File: config.mk
export PLATFORM = sky130hd
export DESIGN_NAME = locked_loop_clock_config
export DESIGN_NICKNAME = d
export VERILOG_FILES = /design/src/loop_cfg_pkg.sv /design/src/ref_sync_if.sv /design/src/reference_synchroniser.sv /design/src/locked_loop_clock_config.sv
export SDC_FILE = /design/constraint.sdc
export NUM_CORES = 1
export LEC_CHECK = 0
export ABC_CLOCK_PERIOD_IN_PS = 13400
export CAP_MARGIN = 20
export CORE_MARGIN = 2
export CORE_UTILIZATION = 25
export DETAILED_ROUTE_END_ITERATION = 10
export DONT_BUFFER_PORTS = 1
export MAX_ROUTING_LAYER = met4
export PLACE_DENSITY = 0.47
export SETUP_SLACK_MARGIN = 0.15
export SYNTH_ARGS = -nofsm -noshare
export SYNTH_HDL_FRONTEND = slang
export SYNTH_SLANG_ARGS = --single-unit
File: constraint.sdc
create_clock -name clock_i -period 13.4 [get_ports clock_i]
set_input_delay 1.34 -clock clock_i [delete_from_list [all_inputs] [get_ports clock_i]]
set_output_delay 1.34 -clock clock_i [all_outputs]
set_load 0.005 [all_outputs]
File: src/loop_cfg_pkg.sv
// Constants for the locked-loop clock configuration block.
// Assumes a 32-bit APB slave; register indices are scaled by four.
package loop_cfg_pkg;

	// ==========================================================
	// Register indices
	localparam logic [9:0]  IDX_CLOCK_SELECT     = 10'h028;
	localparam logic [9:0]  IDX_ENABLES_DIVIDERS = 10'h02a;
	localparam logic [9:0]  IDX_RATIO_INTEGER    = 10'h02b;
	localparam logic [9:0]  IDX_FRACTION         = 10'h02c;
	localparam logic [9:0]  IDX_REFERENCE        = 10'h02d;
	localparam logic [9:0]  IDX_STATUS           = 10'h02e;

	// ==========================================================
	// Field positions
	localparam int CTL1_DIGITAL_BIT  = 15;
	localparam int CTL1_ANALOG_BIT   = 14;
	localparam int CTL1_OUTDIV_HI    = 10;
	localparam int CTL1_OUTDIV_LO    = 8;
	localparam int CTL1_GAIN_HI      = 7;
	localparam int CTL1_GAIN_LO      = 4;
	localparam int CTL1_RATE_HI      = 2;
	localparam int CTL1_RATE_LO      = 0;
	localparam int CTL2_RATIO_HI     = 15;
	localparam int CTL2_RATIO_LO     = 11;
	localparam int CTL2_N_HI         = 9;
	localparam int CTL2_N_LO         = 0;
	localparam int CTL4_LOWREF_BIT   = 7;
	localparam int CTL4_FRAC_BIT     = 5;
	localparam int CTL4_INSEL_HI     = 1;
	localparam int CTL4_INSEL_LO     = 0;
	localparam int CLKSEL_BIT        = 11;
	localparam int STAT_LEVEL_BIT    = 0;
	localparam int STAT_ORDER_BIT    = 1;
	localparam int STAT_RESV_BIT     = 2;
	localparam int STAT_OSC_BIT      = 3;
	localparam int STAT_RUN_BIT      = 4;
	localparam int STAT_COUNT_LO     = 8;

	// ==========================================================
	// Writable masks and reset values
	localparam logic [15:0] CTL1_MASK  = 16'hc7f7;
	localparam logic [15:0] CTL2_MASK  = 16'hfbff;
	localparam logic [15:0] CTL4_MASK  = 16'h00a3;
	localparam logic [15:0] CTL1_RESET = 16'h0200;
	localparam logic [15:0] CTL2_RESET = 16'h7086;
	localparam logic [15:0] CTL3_RESET = 16'hc226;
	localparam logic [15:0] CTL4_RESET = 16'h0000;

	// ==========================================================
	// Code limits
	localparam logic [2:0]  OUTDIV_MAX_CODE = 3'h4;
	localparam logic [3:0]  GAIN_MAX_CODE   = 4'h8;
	localparam logic [2:0]  RATE_MAX_CODE   = 3'h5;
	localparam logic [5:0]  OUTDIV_BASE     = 6'h02;

	typedef enum logic [2:0] {
		ST_OFF = 3'b001,
		ST_OSC = 3'b010,
		ST_RUN = 3'b100
	} loop_state_t;

endpackage

File: src/ref_sync_if.sv
// Carries the reference select and the synchronised reference level.
// Assumes both ends run on the same clock.
`timescale 1ns/1ps
interface ref_sync_if;
	logic [1:0] select;
	logic       level;
	modport syncer (input select, output level);
	modport user   (output select, input level);
endinterface

File: src/reference_synchroniser.sv
// Three-stage synchronisers for the four reference pins and the source mux.
// Assumes pins are asynchronous to clock_i.
`timescale 1ns/1ps
module reference_synchroniser #(
	parameter int NUM_REFS = 4
) (
	// Clock and reset
	input  wire logic                clock_i,
	input  wire logic                reset_i,
	input  wire logic                ce_i,
	// Reference pins
	input  wire logic [NUM_REFS-1:0] ref_pins_i,
	// Towards the configuration logic
	ref_sync_if.syncer               bus
);

	wire  [NUM_REFS-1:0] stable_w;
	logic                level_q;

	// ==========================================================
	// Per-pin synchronisers
	genvar g;
	generate
		for (g = 0; g < NUM_REFS; g++) begin : gen_sync
			logic s1_q;
			logic s2_q;
			logic s3_q;
			logic keep_q;
			always_ff @(posedge clock_i or posedge reset_i) begin
				if (reset_i) begin
					s1_q   <= 1'b0;
					s2_q   <= 1'b0;
					s3_q   <= 1'b0;
					keep_q <= 1'b0;
				end else if (ce_i) begin
					s1_q <= ref_pins_i[g];
					s2_q <= s1_q;
					s3_q <= s2_q;
					// Accept a change only once two stages agree
					if (s2_q == s3_q) begin
						keep_q <= s3_q;
					end
				end
			end
			// Each pin owns its own flop; the vector is only a net
			assign stable_w[g] = keep_q;
		end
	endgenerate

	// ==========================================================
	// Source mux
	always_ff @(posedge clock_i or posedge reset_i) begin
		if (reset_i) begin
			level_q <= 1'b0;
		end else if (ce_i) begin
			level_q <= stable_w[bus.select];
		end
	end

	assign bus.level = level_q;

endmodule

File: src/locked_loop_clock_config.sv
// Register file and enable sequencing for the frequency-locked loop.
// Assumes an APB master on clock_i; the oscillator itself is analogue.
`timescale 1ns/1ps
module locked_loop_clock_config
	import loop_cfg_pkg::*;
#(
	parameter int ADDR_W = 12
) (
	// Clock, reset, enable
	input  wire logic              clock_i,
	input  wire logic              reset_i,
	input  wire logic              ce_i,
	// APB slave
	input  wire logic [ADDR_W-1:0] paddr_i,
	input  wire logic              psel_i,
	input  wire logic              penable_i,
	input  wire logic              pwrite_i,
	input  wire logic [31:0]       pwdata_i,
	output logic      [31:0]       prdata_o,
	output logic                   pready_o,
	output logic                   pslverr_o,
	// Reference pins
	input  wire logic              mclk_pin_i,
	input  wire logic              playback_frame_clock_i,
	input  wire logic              record_frame_clock_i,
	input  wire logic              slow_crystal_reference_i,
	// Loop configuration
	output logic                   loop_analog_enable_o,
	output logic                   loop_digital_enable_o,
	output logic      [5:0]        output_divisor_o,
	output logic      [8:0]        loop_gain_o,
	output logic      [5:0]        control_rate_divisor_o,
	output logic      [4:0]        oscillator_ratio_o,
	output logic      [9:0]        integer_multiplier_o,
	output logic      [15:0]       fractional_multiplier_o,
	output logic                   fractional_mode_o,
	output logic                   low_reference_lock_o,
	output logic      [1:0]        loop_input_select_o,
	output logic                   loop_reference_o,
	output logic                   codec_clock_select_o
);

	function automatic logic addr_match(input logic [ADDR_W-1:0] a, input logic [9:0] idx);
		return a == ADDR_W'({idx, 2'b00});
	endfunction

	// ==========================================================
	// Bus decode
	logic        pready_q;
	logic        pslverr_q;
	logic [31:0] prdata_q;
	logic [15:0] ctl1_q, ctl2_q, ctl3_q, ctl4_q;
	logic        clksel_q;
	logic        order_err_q;
	logic        resv_err_q;
	logic [7:0]  ref_count_q;
	logic        ref_prev_q;
	loop_state_t state_q, state_d;

	wire hit_clksel = addr_match(paddr_i, IDX_CLOCK_SELECT);
	wire hit_ctl1   = addr_match(paddr_i, IDX_ENABLES_DIVIDERS);
	wire hit_ctl2   = addr_match(paddr_i, IDX_RATIO_INTEGER);
	wire hit_ctl3   = addr_match(paddr_i, IDX_FRACTION);
	wire hit_ctl4   = addr_match(paddr_i, IDX_REFERENCE);
	wire hit_stat   = addr_match(paddr_i, IDX_STATUS);
	wire mapped     = hit_clksel | hit_ctl1 | hit_ctl2 | hit_ctl3 | hit_ctl4 | hit_stat;
	wire access     = psel_i & penable_i;
	// One wait state: data is prepared, then pready is raised for one cycle
	wire prepare    = access & ~pready_q;
	wire commit     = access & pready_q & pwrite_i & mapped;
	wire [15:0] wr  = pwdata_i[15:0];

	wire wr_clksel  = commit & hit_clksel;
	wire wr_ctl1    = commit & hit_ctl1;
	wire wr_ctl2    = commit & hit_ctl2;
	wire wr_ctl3    = commit & hit_ctl3;
	wire wr_ctl4    = commit & hit_ctl4;
	wire wr_stat    = commit & hit_stat;

	// ==========================================================
	// Status and read mux
	wire order_set  = wr_ctl1 & wr[CTL1_DIGITAL_BIT] & ~wr[CTL1_ANALOG_BIT];
	wire resv_set   = wr_ctl1 & (wr[CTL1_OUTDIV_HI:CTL1_OUTDIV_LO] > OUTDIV_MAX_CODE);
	// Set beats a write-one-to-clear in the same cycle
	wire order_d    = order_set | (order_err_q & ~(wr_stat & wr[STAT_ORDER_BIT]));
	wire resv_d     = resv_set | (resv_err_q & ~(wr_stat & wr[STAT_RESV_BIT]));

	logic [15:0] status_w;
	always_comb begin
		status_w = 16'h0000;
		status_w[STAT_LEVEL_BIT] = loop_reference_o;
		status_w[STAT_ORDER_BIT] = order_err_q;
		status_w[STAT_RESV_BIT]  = resv_err_q;
		status_w[STAT_OSC_BIT]   = (state_q != ST_OFF);
		status_w[STAT_RUN_BIT]   = (state_q == ST_RUN);
		status_w[STAT_COUNT_LO +: 8] = ref_count_q;
	end

	wire [15:0] clksel_w = 16'(clksel_q) << CLKSEL_BIT;
	wire [15:0] rd_w = ({16{hit_clksel}} & clksel_w) | ({16{hit_ctl1}} & ctl1_q)
		| ({16{hit_ctl2}} & ctl2_q) | ({16{hit_ctl3}} & ctl3_q)
		| ({16{hit_ctl4}} & ctl4_q) | ({16{hit_stat}} & status_w);

	always_ff @(posedge clock_i or posedge reset_i) begin
		if (reset_i) begin
			pready_q  <= 1'b0;
			pslverr_q <= 1'b0;
			prdata_q  <= 32'h0000_0000;
		end else if (ce_i) begin
			pready_q  <= prepare;
			pslverr_q <= prepare & ~mapped;
			if (prepare) begin
				prdata_q <= {16'h0000, rd_w};
			end
		end
	end

	// ==========================================================
	// Control registers
	always_ff @(posedge clock_i or posedge reset_i) begin
		if (reset_i) begin
			ctl1_q      <= CTL1_RESET;
			ctl2_q      <= CTL2_RESET;
			ctl3_q      <= CTL3_RESET;
			ctl4_q      <= CTL4_RESET;
			clksel_q    <= 1'b0;
			order_err_q <= 1'b0;
			resv_err_q  <= 1'b0;
		end else if (ce_i) begin
			if (wr_ctl1) ctl1_q <= wr & CTL1_MASK;
			if (wr_ctl2) ctl2_q <= wr & CTL2_MASK;
			if (wr_ctl3) ctl3_q <= wr;
			if (wr_ctl4) ctl4_q <= wr & CTL4_MASK;
			if (wr_clksel) clksel_q <= wr[CLKSEL_BIT];
			order_err_q <= order_d;
			resv_err_q  <= resv_d;
		end
	end

	// ==========================================================
	// Enable sequencing
	wire ana_en = ctl1_q[CTL1_ANALOG_BIT];
	wire dig_en = ctl1_q[CTL1_DIGITAL_BIT];

	// Digital side only runs after the oscillator has been up a cycle
	always_comb begin
		state_d = state_q;
		unique case (state_q)
			ST_OFF: if (ana_en) state_d = ST_OSC;
			ST_OSC: begin
				if (!ana_en) state_d = ST_OFF;
				else if (dig_en) state_d = ST_RUN;
			end
			ST_RUN: begin
				if (!ana_en) state_d = ST_OFF;
				else if (!dig_en) state_d = ST_OSC;
			end
			default: state_d = ST_OFF;
		endcase
	end

	always_ff @(posedge clock_i or posedge reset_i) begin
		if (reset_i) state_q <= ST_OFF;
		else if (ce_i) state_q <= state_d;
	end

	// ==========================================================
	// Field decoding
	wire [2:0] outdiv_code = ctl1_q[CTL1_OUTDIV_HI:CTL1_OUTDIV_LO];
	wire [3:0] gain_code   = ctl1_q[CTL1_GAIN_HI:CTL1_GAIN_LO];
	wire [2:0] rate_code   = ctl1_q[CTL1_RATE_HI:CTL1_RATE_LO];
	// Reserved codes give zero so downstream logic can spot them
	wire [5:0] outdiv_w = (outdiv_code <= OUTDIV_MAX_CODE) ? (OUTDIV_BASE << outdiv_code)
		: 6'h00;
	wire [8:0] gain_w   = (gain_code <= GAIN_MAX_CODE) ? (9'h001 << gain_code) : 9'h000;
	wire [5:0] rate_w   = (rate_code <= RATE_MAX_CODE) ? (6'h01 << rate_code) : 6'h00;
	wire       frac_on  = ctl4_q[CTL4_FRAC_BIT];
	wire [1:0] insel    = ctl4_q[CTL4_INSEL_HI:CTL4_INSEL_LO];

	ref_sync_if ref_bus ();
	assign ref_bus.select = insel;

	reference_synchroniser #(
		.NUM_REFS (4)
	) u_ref_sync (
		.clock_i    (clock_i),
		.reset_i    (reset_i),
		.ce_i       (ce_i),
		.ref_pins_i ({slow_crystal_reference_i, record_frame_clock_i,
			playback_frame_clock_i, mclk_pin_i}),
		.bus        (ref_bus)
	);

	// ==========================================================
	// Registered outputs
	always_ff @(posedge clock_i or posedge reset_i) begin
		if (reset_i) begin
			loop_analog_enable_o    <= 1'b0;
			loop_digital_enable_o   <= 1'b0;
			output_divisor_o        <= 6'h00;
			loop_gain_o             <= 9'h000;
			control_rate_divisor_o  <= 6'h00;
			oscillator_ratio_o      <= 5'h00;
			integer_multiplier_o    <= 10'h000;
			fractional_multiplier_o <= 16'h0000;
			fractional_mode_o       <= 1'b0;
			low_reference_lock_o    <= 1'b0;
			loop_input_select_o     <= 2'h0;
			loop_reference_o        <= 1'b0;
			codec_clock_select_o    <= 1'b0;
			ref_prev_q              <= 1'b0;
			ref_count_q             <= 8'h00;
		end else if (ce_i) begin
			loop_analog_enable_o    <= state_q != ST_OFF;
			loop_digital_enable_o   <= state_q == ST_RUN;
			output_divisor_o        <= outdiv_w;
			loop_gain_o             <= gain_w;
			control_rate_divisor_o  <= rate_w;
			oscillator_ratio_o      <= ctl2_q[CTL2_RATIO_HI:CTL2_RATIO_LO];
			integer_multiplier_o    <= ctl2_q[CTL2_N_HI:CTL2_N_LO];
			fractional_multiplier_o <= frac_on ? ctl3_q : 16'h0000;
			fractional_mode_o       <= frac_on;
			low_reference_lock_o    <= ctl4_q[CTL4_LOWREF_BIT];
			loop_input_select_o     <= insel;
			loop_reference_o        <= ref_bus.level;
			codec_clock_select_o    <= clksel_q;
			ref_prev_q              <= ref_bus.level;
			// Reference edges are only counted while the oscillator is up
			if (ref_bus.level && !ref_prev_q && state_q != ST_OFF) begin
				ref_count_q <= ref_count_q + 8'h01;
			end
		end
	end

	assign prdata_o  = prdata_q;
	assign pready_o  = pready_q;
	assign pslverr_o = pslverr_q;
endmodule

==> results of run 1 <==
-- routing by layer --
layer | track usage, % | wire [um] | vias up
met5 | - | 0 | -
met4 | 3.68 | 182 | 0
met3 | 5.50 | 1600 | 12
met2 | 21.1 | 8640 | 122
met1 | 17.8 | 8610 | 2206
li1 | - | - | 2003
-- worst max-delay path, delay by kind of cell --
| family | cells | cell delay (ps) |
|---|---|---|
| multiplexers | 1 | 410 |
| AND/OR/NAND/NOR | 3 | 1920 |
-- metrics by stage --
| step | utilization, % | setup WS [ps] | instance area [um^2] | total power, uW | hold WS, ps |
|---|---|---|---|---|---|
| global placement | 26.4 | 9540 | 7090 | 541 | 457 |
| global route | 28.5 | 9900 | 7650 | 1040 | 511 |
| floorplan | - | 7910 | 6900 | 539 | 439 |
| detailed placement | 26.4 | 9550 | 7090 | 542 | 490 |
| CTS | 28.5 | 10000 | 7650 | 1010 | 500 |
| finish | 28.5 | 10020 | 7650 | 996 | 492 |
-- kinds of logic (layout without fill, tap and decap cells) --
| logic type | Yosys count | count (layout) |
|---|---|---|
| buf+inv | 85 | 72 |
| flops | 155 | 155 |
| fa+ha+maj | 1 | 1 |
| mux | 93 | 93 |
| simple gates | 123 | 123 |
| compound gates | 112 | 112 |
| xor+xnor | 7 | 7 |
| other cells | 1 | 17 |
-- final timing paths --
path / from / slack [ps] / endpoint
worst max-delay path: paddr_i[9] / 10020 / ctl2_q[9]
worst min-delay path: ref_count_q[7] / 490 / ref_count_q[7]
worst max register to register: pready_o / 10970 / ctl2_q[9]
worst min register to register: ref_count_q[7] / 490 / ref_count_q[7]
max in group asynchronous: reset_i / 11060 / fractional_mode_o
min in group asynchronous: reset_i / 900 / loop_gain_o[5]
-- cell type report --
cell class / instances / share of cell area, %
repair buffers: 3 / 0.294
clock buffers: 22 / 6.19
flip-flops and latches: 155 / 50.9
well taps: 341 / 5.57
inverters: 37 / 1.88
clock inverters: 10 / 1.19
multi-input cells: 353 / 34.0
-- sequential cells by signal, indices dropped and copies added (netlist names), 5 cells and up --
signal	flops
ctl3_q	16
fractional_multiplier_o	16
prdata_o	16
ctl2_q	15
ctl1_q	12
integer_multiplier_o	10
loop_gain_o	9
ref_count_q	8
control_rate_divisor_o	6
oscillator_ratio_o	5
output_divisor_o	5
-- cell usage in the layout, fill, tap and decap left out, types with 6 or more instances in the layout --
cell,instances
a22o_1,8
dfrtp_1,141
nand3_1,28
mux2_2,85
nor3b_1,6
o21ai_0,47
inv_1,35
nand2_1,34
o2bb2ai_1,6
nor2_1,8
mux2i_1,7
a21oi_1,10
o31ai_1,6
o32ai_1,6
clkbuf_16,17
nand2b_1,11
conb_1,17
nor2b_1,9
dfstp_2,14
-- power by group through the flow --
stage	Sequential (uW)	Clock (uW)	Combinational [uW]
floorplan	497	0	41.3
global placement	502	0	39.2
detailed placement	502	0	40.2
CTS	494	476	40.3
global route	495	498	45.3
finish	493	464	39.0
==> results.txt, run 1 <==
- Final Slew Violations: 0
- Dominant synthesized flop cell: dfrtp_1
* Master cell of the clock root buffer: clkbuf_16
- H-tree levels: 4
* Total Routing Usage GR: 14.1%
* Hold buffers post-CTS: 0
- For this block, the via count after detailed routing is 4343.
- The tool flagged a number of max-cap violations equal to 0.
- First-pass GRT wire length: 29200 um
- The critical path goes through or4_4 -> nor4_4 -> and2_1 -> mux2_2.
- Cell leakage power: 0.00339 uW
- The sequential cells in the finished layout cover a total of 3900 um^2.
* Post-synthesis register bit count: 155
- The synthesized netlist contains 57 unique library cells.
* Vias in the first global route: 4530
- Sequential group share of total power: 49.5%
- Maximum clock skew at final layout: 8.48 ps
- The region available for standard cell placement spans 26900 um^2.
- Worst-path fanout max: 15
- In this run switching power makes up 23.0% of total power.
- The internal portion of the total power is 767 uW.
* Height of the chip: 169 um
* Starting Density: 25.4%
* Achievable clock frequency: 296 MHz
- Per-cell routed wire length: 20.7 um
- The cell area that synthesis handed to floorplanning was 6840 um^2.
* Bufs on Longest Clock Path: 2
* Hold Path Cell Cnt: 1
- For this run the aggregate overflow at the end of global routing stands at 0.
- Total of warnings raised by yosys: 0
- In this run the tool buffered the top-level ports with 0 buffer cells.
- Data required time at the worst endpoint: 13700 ps
* Switching Power: 229 uW
- Once layout is complete, the cells apart from fillers number 921.
- Multi-input combinational cell area: 2600 um^2
- TritonCTS built the clock tree.
- Slew margin rel.: 26.1%
* Share of async-settable or async-resettable flops after synthesis: 100%
- During I/O placement, the number of pins put on the boundary was 148.
* Placer congestion estimate: 0.755
* HPWL after detailed placement: 13200 um
- Portion of synthesized cell area occupied by the leading cell type: 51.6%
- Mean number of vias per cell: 4.72
* Final wirelength: 19000 um
- Classification of the worst setup path: input pin to register
- In this design, the stage delay of the slowest critical-path cell is 790 ps.
- The biggest area contributor in the post-synthesis netlist is dfrtp_1.
* Unrepaired setup endpoints after global routing: false
- The pre-antenna-repair detailed-routing pass consisted of 6 iterations.
- Row generation in the floorplan step produced 60 rows.
* EDFF count, synth: 0
- After synthesis, the share of cell area in mux cells is 15.4%.
- The number of clock buffers added by TritonCTS is 17.
* FILL cells: 2768
* Antenna violations before repair: 0
- Among all stages on the critical path, the largest delay is contributed by and2_1.
- Antenna Cells: 0
- STA puts the critical path data arrival time at 3680 ps.
- The average instance in the mapped netlist occupies 11.8 um^2.
* Share of total power in combinational logic: 3.9%
* Total power density per cell area: 130 nW/um^2
- Cell count after synthesis: 577
* Commonest cells in the synthesized netlist: dfrtp_1 (141), mux2_2 (85), o21ai_0 (47), inv_1 (36), nand2_1 (34)
* Summed negative setup slack over all endpoints: 0 ps
- Period utilisation layout: 25.2%
* Layout cell share with drive strength beyond 1: 24.0%
- After detailed placement, the design holds a cell count of 889.
* Part of the power in the clock network: 46.6%
- The later pin in the worst-skew pair is clocked with a latency of 420 ps.
- The flow ran to the end, and the final reports show no timing, DRC or antenna violations.
* Length in cells of the worst reg-to-reg path: 4
* Post-synthesis adder-cell area fraction: 0.183%
- The die covers 28700 um^2.
- STA classifies the critical path endpoint as a register.
- Worst hold path type: register to register
- Entering global routing, the biggest net connects 111 pins.
* Most frequently used cell type in the post-synthesis netlist: dfrtp_1
- Number of endpoints with negative hold slack in the final report: 0
* Number of DRC markers after the initial detailed-route iteration: 321
* Area growth, synth to finish: 12.0%
- The synthesized netlist devotes 0.897% of its cell area to XOR and XNOR gates.
- After synthesis, the largest family of logic cells by area is multiplexers.
- For the pin with the worst max-slew slack, the measured transition is 1110 ps.
- Share of synthesized area occupied by flip-flops and latches: 57.0%
- Clock slew seen by the registers of the worst setup and hold paths: 60 ps
- Min cycle time layout: 3380 ps
- The worst-case IR drop observed on VDD is 0.0802 mV.
* Startpoint type of the worst setup path: input pin
- The tree built by TritonCTS fans out to 155 sinks.
* NumNets Final: 622
- Dominant cells by area after synthesis: dfrtp_1 (52%), mux2_2 (14%), dfstp_2 (5.4%), o21ai_0 (3.4%), nand3_1 (2.0%)
- Summing the areas of all compound-gate instances in the mapped netlist gives 10.8% of the synthesized area.
* Post-CTS Setup Repair Bufs: 0
- Post-Synth Simple-Gate Area: 9.88%
- In the routed design, unresolved DRC markers number 0.
* Die width: 169 um
- Setup violations remaining at the end of the flow were counted as 0.
- Post-DRT Antenna Nets: 0
* Number of gates resized after CTS: 0
Note: power is estimated with default switching activity, not from simulation.
==> inputs of run 2 (changes only) <==
--- a/config.mk
+++ b/config.mk
@@ -5,7 +5,7 @@
 export SDC_FILE = /design/constraint.sdc
 export NUM_CORES = 1
 export LEC_CHECK = 0
-export ABC_CLOCK_PERIOD_IN_PS = 13400
+export ABC_CLOCK_PERIOD_IN_PS = 3300
 export CAP_MARGIN = 20
 export CORE_MARGIN = 2
 export CORE_UTILIZATION = 25
==> constraint.sdc (replaced) <==
create_clock -name clock_i -period 3.3 [get_ports clock_i]
set_input_delay 0.33 -clock clock_i [delete_from_list [all_inputs] [get_ports clock_i]]
set_output_delay 0.33 -clock clock_i [all_outputs]
set_load 0.005 [all_outputs]
==> results.txt, run 2 (synthesis results as in run 1) <==
- Run status: finished, final reports clean
- Unrepaired setup endpoints after global routing: false
- Period utilisation layout: 60.3%
- Min cycle time layout: 1990 ps
- Data required time at the worst endpoint: 3610 ps (-10090 ps)
- Most frequent standard cell in the layout excluding fill and tap cells: dfrtp_1
* Number of endpoints with negative hold slack in the final report: 0 (unchanged)
- Critical Path End Type: register
- Clock tree synthesis selected as its root buffer the cell clkbuf_16.
- The critical path in this run is classified as register to register.
- Worst hold path type: input pin to register
- Cell at the slowest stage of the critical path: and2_1
- The via count of the routed design is 4380 (+0.85%).
* Final Slew Violations: 0 (unchanged)
- Height of the chip: 169 um (unchanged)
* Total Routing Usage GR: 13.9% (-0.21 points)
- The row count is 60 (unchanged).
* Worst endpoint data arrival time: 2300 ps (-1380 ps)
- The largest net degree at the start of global routing is 111 (unchanged).
- Placement-stage cell area: 7150 um^2 (+0.86%)
- Per-cell routed wire length: 20.3 um (-1.6%)
- Maximum clock skew at final layout: 8.27 ps (-0.209 ps)
- Antenna Cells: 0 (unchanged)
- Largest voltage drop on the vdd net: 0.381 mV (+380%)
- First-pass GRT wire length: 28700 um (-1.9%)
- The setup slack of the worst register-to-register path was 1310 ps (-9660 ps).
- Summed negative setup slack over all endpoints: 0 ps (unchanged)
- Area growth, synth to finish: 13.6%
- The die outline width was 169 um (unchanged).
- Achievable clock frequency: 502 MHz
- The maximum clock path buffer count was 2 (unchanged).
- The signal on the critical path passes through nand4b_1 -> nor4_4 -> and2_1 -> buf_12 -> mux2_2.
- Total global routing overflow: 0 (unchanged)
* Drt pass-1 iters: 4 (-2)
* Most frequent cells in the layout: dfrtp_1 (141), mux2_2 (85), o21ai_0 (47), inv_1 (35), nand2_1 (34)
* HPWL after detailed placement: 13400 um (+2.0%)
- Worst path buffer plus inverter count: 1 (+1)
- The count of nets left with antenna violations after detail routing came to 0 (unchanged).
- Slew margin rel.: 45.5% (+19 points)
- TritonCTS built the clock tree.
- The detailed-route DRC error count is 0 (unchanged).
- The number of clock buffers inserted by TritonCTS came to 17 (unchanged).
- Top-level I/O count: 148 (unchanged)
* Mean number of vias per cell: 4.72 (about the same)
* Total power density per cell area: 536 nW/um^2 (+310%)
- The count of input and output buffers is 0 (unchanged).
- H-tree levels: 4 (unchanged)
- Num Clock Sinks: 155 (unchanged)
- The area of the placeable core came to 26900 um^2 (unchanged).
- The transition at the pin with the smallest max-transition slack was 818 ps (-289 ps).
- The effective utilization at floorplan came to 25.4% (unchanged).
* Area of all placed cells without fillers: 7770 um^2 (+1.5%)
* Post-layout util: 28.9% (+0.41 points)
* Worst-Skew Late Latency: 420 ps (about the same)
* Final wirelength: 18900 um (-0.88%)
- Startpoint type of the worst setup path: register
- Area of the die: 28700 um^2 (unchanged)
- Number of DRC markers after the initial detailed-route iteration: 221 (-31%)
- The final RePlAce weighted congestion came to 0.770 (+2.0%).
* Final Setup Violations: 0 (unchanged)
- FILL cells: 2728 (-1.4%)
- The number of maximum-capacitance constraint violations was 0 (unchanged).
* Antenna violations before repair: 0 (unchanged)
- NumNets Final: 629 (+1.1%)
- Layout cell share with drive strength beyond 1: 24.4% (+0.40 points)
* Vias in the first global route: 4419 (-2.5%)
- Among cell families on the critical path, the largest total delay comes from simple AND/OR/NAND/NOR gates.
- Worst-path fanout max: 9 (-6)
- The biggest cell delay along the critical path was 430 ps (-360 ps).
* Cell leakage power: 0.00344 uW (+1.6%)
* Clock slew seen by the registers of the worst setup and hold paths: 60 ps (about the same)
-- run 2: repair_timing --
| item | CTS | global route |
|---|---|---|
| setup endpoints to repair | 0 | 0 |
| resized for setup | 0 | 0 |
| hold buffers | 2 | 0 |
| hold endpoints to repair | 29 | 0 |
| buffers inserted | 0 | 0 |
-- run 2: cell type report --
type | count | area [um^2] | share of cell area (%)
Inverter | 37 | 143 | 1.84
Clock buffer | 21 | 450 | 5.80
Clock inverter | 11 | 145 | 1.87
Tap cell | 341 | 427 | 5.49
Timing Repair Buffer | 10 | 105 | 1.35
Multi-Input combinational cell | 353 | 2600 | 33.5
Sequential cell | 155 | 3900 | 50.2
-- run 2: metal layers --
layer | global-route usage, % | routed length (um)
met4 | 4.76 | 361
met5 | - | 0
met2 | 20.1 | 8490
met1 | 17.6 | 8380
met3 | 5.50 | 1630
-- run 2: worst reg2reg max path: stages, from the launching register on --
cell and delay (ps):
dfrtp_1 420, nand4b_1 210, nor4_4 280, and2_1 430
buf_12 200, mux2_2 340
-- run 2: report_power, final --
group | internal (uW) | total (uW) | leakage, uW | switching [uW]
sequential | 1960 | 2000 | 0.00205 | 47.0
combinational | 67.5 | 167 | 0.00111 | 99.9
clock | 1210 | 1990 | 0.000283 | 785
-- run 2: final timing paths --
check                                    start                        end  cells after the start
worst min-delay path                      ce_i  control_rate_divisor_o[4]                      1
worst max register to register        pready_o                  ctl2_q[6]                      5
worst min register to register  ref_count_q[7]             ref_count_q[7]                      1
worst max-delay path                  pready_o                  ctl2_q[6]                      5
max in group asynchronous              reset_i                 ctl2_q[12]                      3
min in group asynchronous              reset_i             loop_gain_o[5]                      2
-- run 2: per-stage QoR --
| step | worst slack [ps] | hold slack, ps | total power, uW | instances |
|---|---|---|---|---|
| 4_1_cts | 1290 | 1.03 | 4210 | 928 |
| 3_3_place_gp | 914 | 333 | 2200 | 894 |
| 6_report | 1310 | 40.1 | 4160 | 928 |
| 2_1_floorplan | 1020 | 439 | 2190 | 593 |
| 5_1_grt | 1180 | 1.96 | 4320 | 928 |
| 3_5_place_dp | 901 | 342 | 2210 | 894 |
==> inputs of run 3 (changes only) <==
--- a/config.mk
+++ b/config.mk
@@ -5,14 +5,14 @@
 export SDC_FILE = /design/constraint.sdc
 export NUM_CORES = 1
 export LEC_CHECK = 0
-export ABC_CLOCK_PERIOD_IN_PS = 3300
+export ABC_CLOCK_PERIOD_IN_PS = 1800
 export CAP_MARGIN = 20
 export CORE_MARGIN = 2
 export CORE_UTILIZATION = 25
 export DETAILED_ROUTE_END_ITERATION = 10
 export DONT_BUFFER_PORTS = 1
 export MAX_ROUTING_LAYER = met4
-export PLACE_DENSITY = 0.47
+export PLACE_DENSITY = 0.49
 export SETUP_SLACK_MARGIN = 0.15
 export SYNTH_ARGS = -nofsm -noshare
 export SYNTH_HDL_FRONTEND = slang
==> constraint.sdc (replaced) <==
create_clock -name clock_i -period 1.8 [get_ports clock_i]
set_input_delay 0.18 -clock clock_i [delete_from_list [all_inputs] [get_ports clock_i]]
set_output_delay 0.18 -clock clock_i [all_outputs]
set_load 0.005 [all_outputs]
==> results.txt, run 3 (synthesis results as in run 1) <==
- In this run the worst hold path is classified as input pin to register.
- Cell leakage power: 0.00388 uW (+13%)
- Placed cells: 916 (+2.5%)
- Sequential group share of total power: 47.4% (-0.7 points)
- Max-cap viol count: 0 (unchanged)
* Largest voltage drop on the vdd net: 0.648 mV (+70%)
- Worst-path fanout max: 10 (+1)
* NumNets Final: 699 (+11%)
* Area of the die: 28700 um^2 (unchanged)
- The fraction of layout cells with a size suffix above 1 is 27.7% (+3.3 points).
- The combinational group share of total power is 5.8% (+1.8 points).
- The detailed-route DRC error count was 0 (unchanged).
- Detailed route wirelength on metal3: 1580 um (-3.1%)
* Mean number of vias per cell: 4.67 (-0.98%)
- The total iterations of the first detailed-routing run came to 4 (unchanged).
* Run status: finished, final reports clean
* Cell at the slowest stage of the critical path: dfrtp_1
- The total of endpoints with negative setup slack in the final report came to 0 (unchanged).
- The final wirelength is 20200 um (+7.0%).
* Maximum clock skew at final layout: 11.4 ps (+3.10 ps)
- Pin count of the biggest net entering global routing: 67 (-40%)
* Min cycle time layout: 1640 ps (-348 ps)
- In this run the clock root is driven by a clkbuf_16.
* H-tree levels: 4 (unchanged)
- Cell family contributing the most delay on the critical path: simple AND/OR/NAND/NOR gates
- Worst path buffer plus inverter count: 2 (+1)
* Core area: 26900 um^2 (unchanged)
* Highest routed metal layer: met4
* Switching Power: 1850 uW (+98%)
* Met1 Wirelength: 8740 um (+4.2%)
* Clock slew seen by the registers of the worst setup and hold paths: 70 ps (about the same)
- Number of DRC markers after the initial detailed-route iteration: 293 (+33%)
- The effective utilization at floorplan is 25.4% (unchanged).
- Worst-Skew Late Latency: 420 ps (about the same)
- Placer congestion estimate: 0.802 (+4.1%)
* Height of the chip: 169 um (unchanged)
- The die outline width was 169 um (unchanged).
- The count of nets left with antenna violations after detail routing is 0 (unchanged).
- Traced cell by cell, the critical path runs through nand4b_1 -> nor4_4 -> buf_4 -> and2_4 -> buf_12 -> mux2_4.
- The HPWL after detailed placement is 13900 um (+3.6%).
- The worst setup path is captured at a register.
* Cell row count: 60 (unchanged)
- Per-cell routed wire length: 20.2 um (-0.47%)
- The worst setup path is launched from a register.
- The hold violation count in the final report came to 0 (unchanged).
- Bufs on Longest Clock Path: 2 (unchanged)
- The number of global-route vias before repair was 5002 (+13%).
* Total Routing Usage GR: 15.1% (+1.2 points)
- The biggest cell delay along the critical path was 400 ps (-30 ps).
- Most frequent standard cell in the layout excluding fill and tap cells: dfrtp_1
* Total power density per cell area: 900 nW/um^2 (+68%)
- Top-level I/O count: 148 (unchanged)
- Antenna violations before repair: 0 (unchanged)
- The setup path with the least slack is of type register to register.
- The signal arrival time at the worst endpoint was 1950 ps (-350 ps).
- The count of input and output buffers came to 0 (unchanged).
- Fin Hold WS: 30.7 ps (-9.40 ps)
* Internal cell power: 5900 uW (+82%)
- Switching Share: 23.8% (+1.5 points)
- Part of the power in the clock network: 46.8% (-1.0 points)
* Unrepaired setup endpoints after global routing: true
- Num Clock Sinks: 155 (unchanged)
* Antenna Cells: 0 (unchanged)
- First-pass GRT wire length: 31400 um (+9.5%)
* Data required time at the worst endpoint: 2100 ps (-1510 ps)
- Period utilisation layout: 91.3% (+31 points)
* Via count: 4664 (+6.5%)
- The non-filler instance count after layout was 998 (+7.5%).
- The highest clock rate was 608 MHz (+21%).
* Clock tree from TritonCTS: done
- Summed negative setup slack over all endpoints: 0 ps (unchanged)
- The overflow left after global routing was 0 (unchanged).
- Area growth, synth to finish: 25.8%
- The number of clock buffers inserted by TritonCTS came to 17 (unchanged).
* Final Slew Violations: 0 (unchanged)
- In the layout the commonest cells are dfrtp_1 (141), mux2_2 (65), o21ai_0 (47), dlygate4sd3_1 (47), inv_1 (35).
* Total length of routed met2 wires: 9590 um (+13%)
run 3: cell types whose count changed in the layout (fill, tap and decap cells not counted), moves of 3 or more:
cell	previous run	this run
clkbuf_1	3	0
mux2_2	85	65
dlygate4sd3_1	2	47
mux2_4	0	20
o41ai_1	5	2
inv_6	0	5
buf_6	0	7
o41ai_2	0	3
buf_4	6	21
run 3: path summary, 6_finish.rpt:
kind / start / endpoint / slack [ps] / depth (start not counted)
max reg2reg: pready_o / ctl2_q[4] / 160 / 6
max in group asynchronous: reset_i / u_ref_sync.gen_sync[0].keep_q / 810 / 3
min reg2reg: ref_count_q[7] / ref_count_q[7] / 480 / 1
max: pready_o / ctl2_q[4] / 160 / 6
min in group asynchronous: reset_i / loop_analog_enable_o / 240 / 2
min: ce_i / loop_analog_enable_o / 30 / 2
run 3: cell type report:
class | count | area (um^2)
fillers | 2706 | 18300
flip-flops and latches | 155 | 3900
multi-input cells | 353 | 2730
repair buffers | 80 | 810
clock buffers | 18 | 439
well taps | 341 | 427
clock inverters | 14 | 156
inverters | 37 | 143
run 3: metal layers:
layer | track usage, % | vias to the layer above
met5 | - | -
met4 | 4.42 | 0
met3 | 5.62 | 19
met2 | 23.6 | 123
met1 | 18.2 | 2372
li1 | - | 2150
run 3: metrics by stage:
stage | util (%) | total power (uW) | cell area, um^2 | setup slack [ps]
after floorplan | - | 4010 | 7050 | -327
after global placement | 27.7 | 4050 | 7440 | -136
after detailed placement | 27.7 | 4060 | 7440 | -151
after CTS | 31.9 | 7830 | 8570 | 137
after global routing | 32.0 | 8050 | 8600 | 68.7
final | 32.0 | 7740 | 8600 | 156
run 3: power by group through the flow:
| stage | sequential, uW | clock [uW] | combinational, uW |
|---|---|---|---|
| floorplan | 3700 | 0 | 312 |
| global placement | 3730 | 0 | 319 |
| detailed placement | 3740 | 0 | 327 |
| CTS | 3670 | 3700 | 453 |
| global route | 3680 | 3860 | 510 |
| finish | 3670 | 3630 | 448 |
run 3: what timing repair did:
| item | 4_1_cts | 5_1_grt |
|---|---|---|
| hold buffers | 48 | 0 |
| setup endpoints to repair | 39 | 54 |
| pin swaps | 1 | 0 |
| setup buffers | 0 | 2 |
| gates resized for setup | 9 | 6 |
| hold endpoints to repair | 174 | 0 |
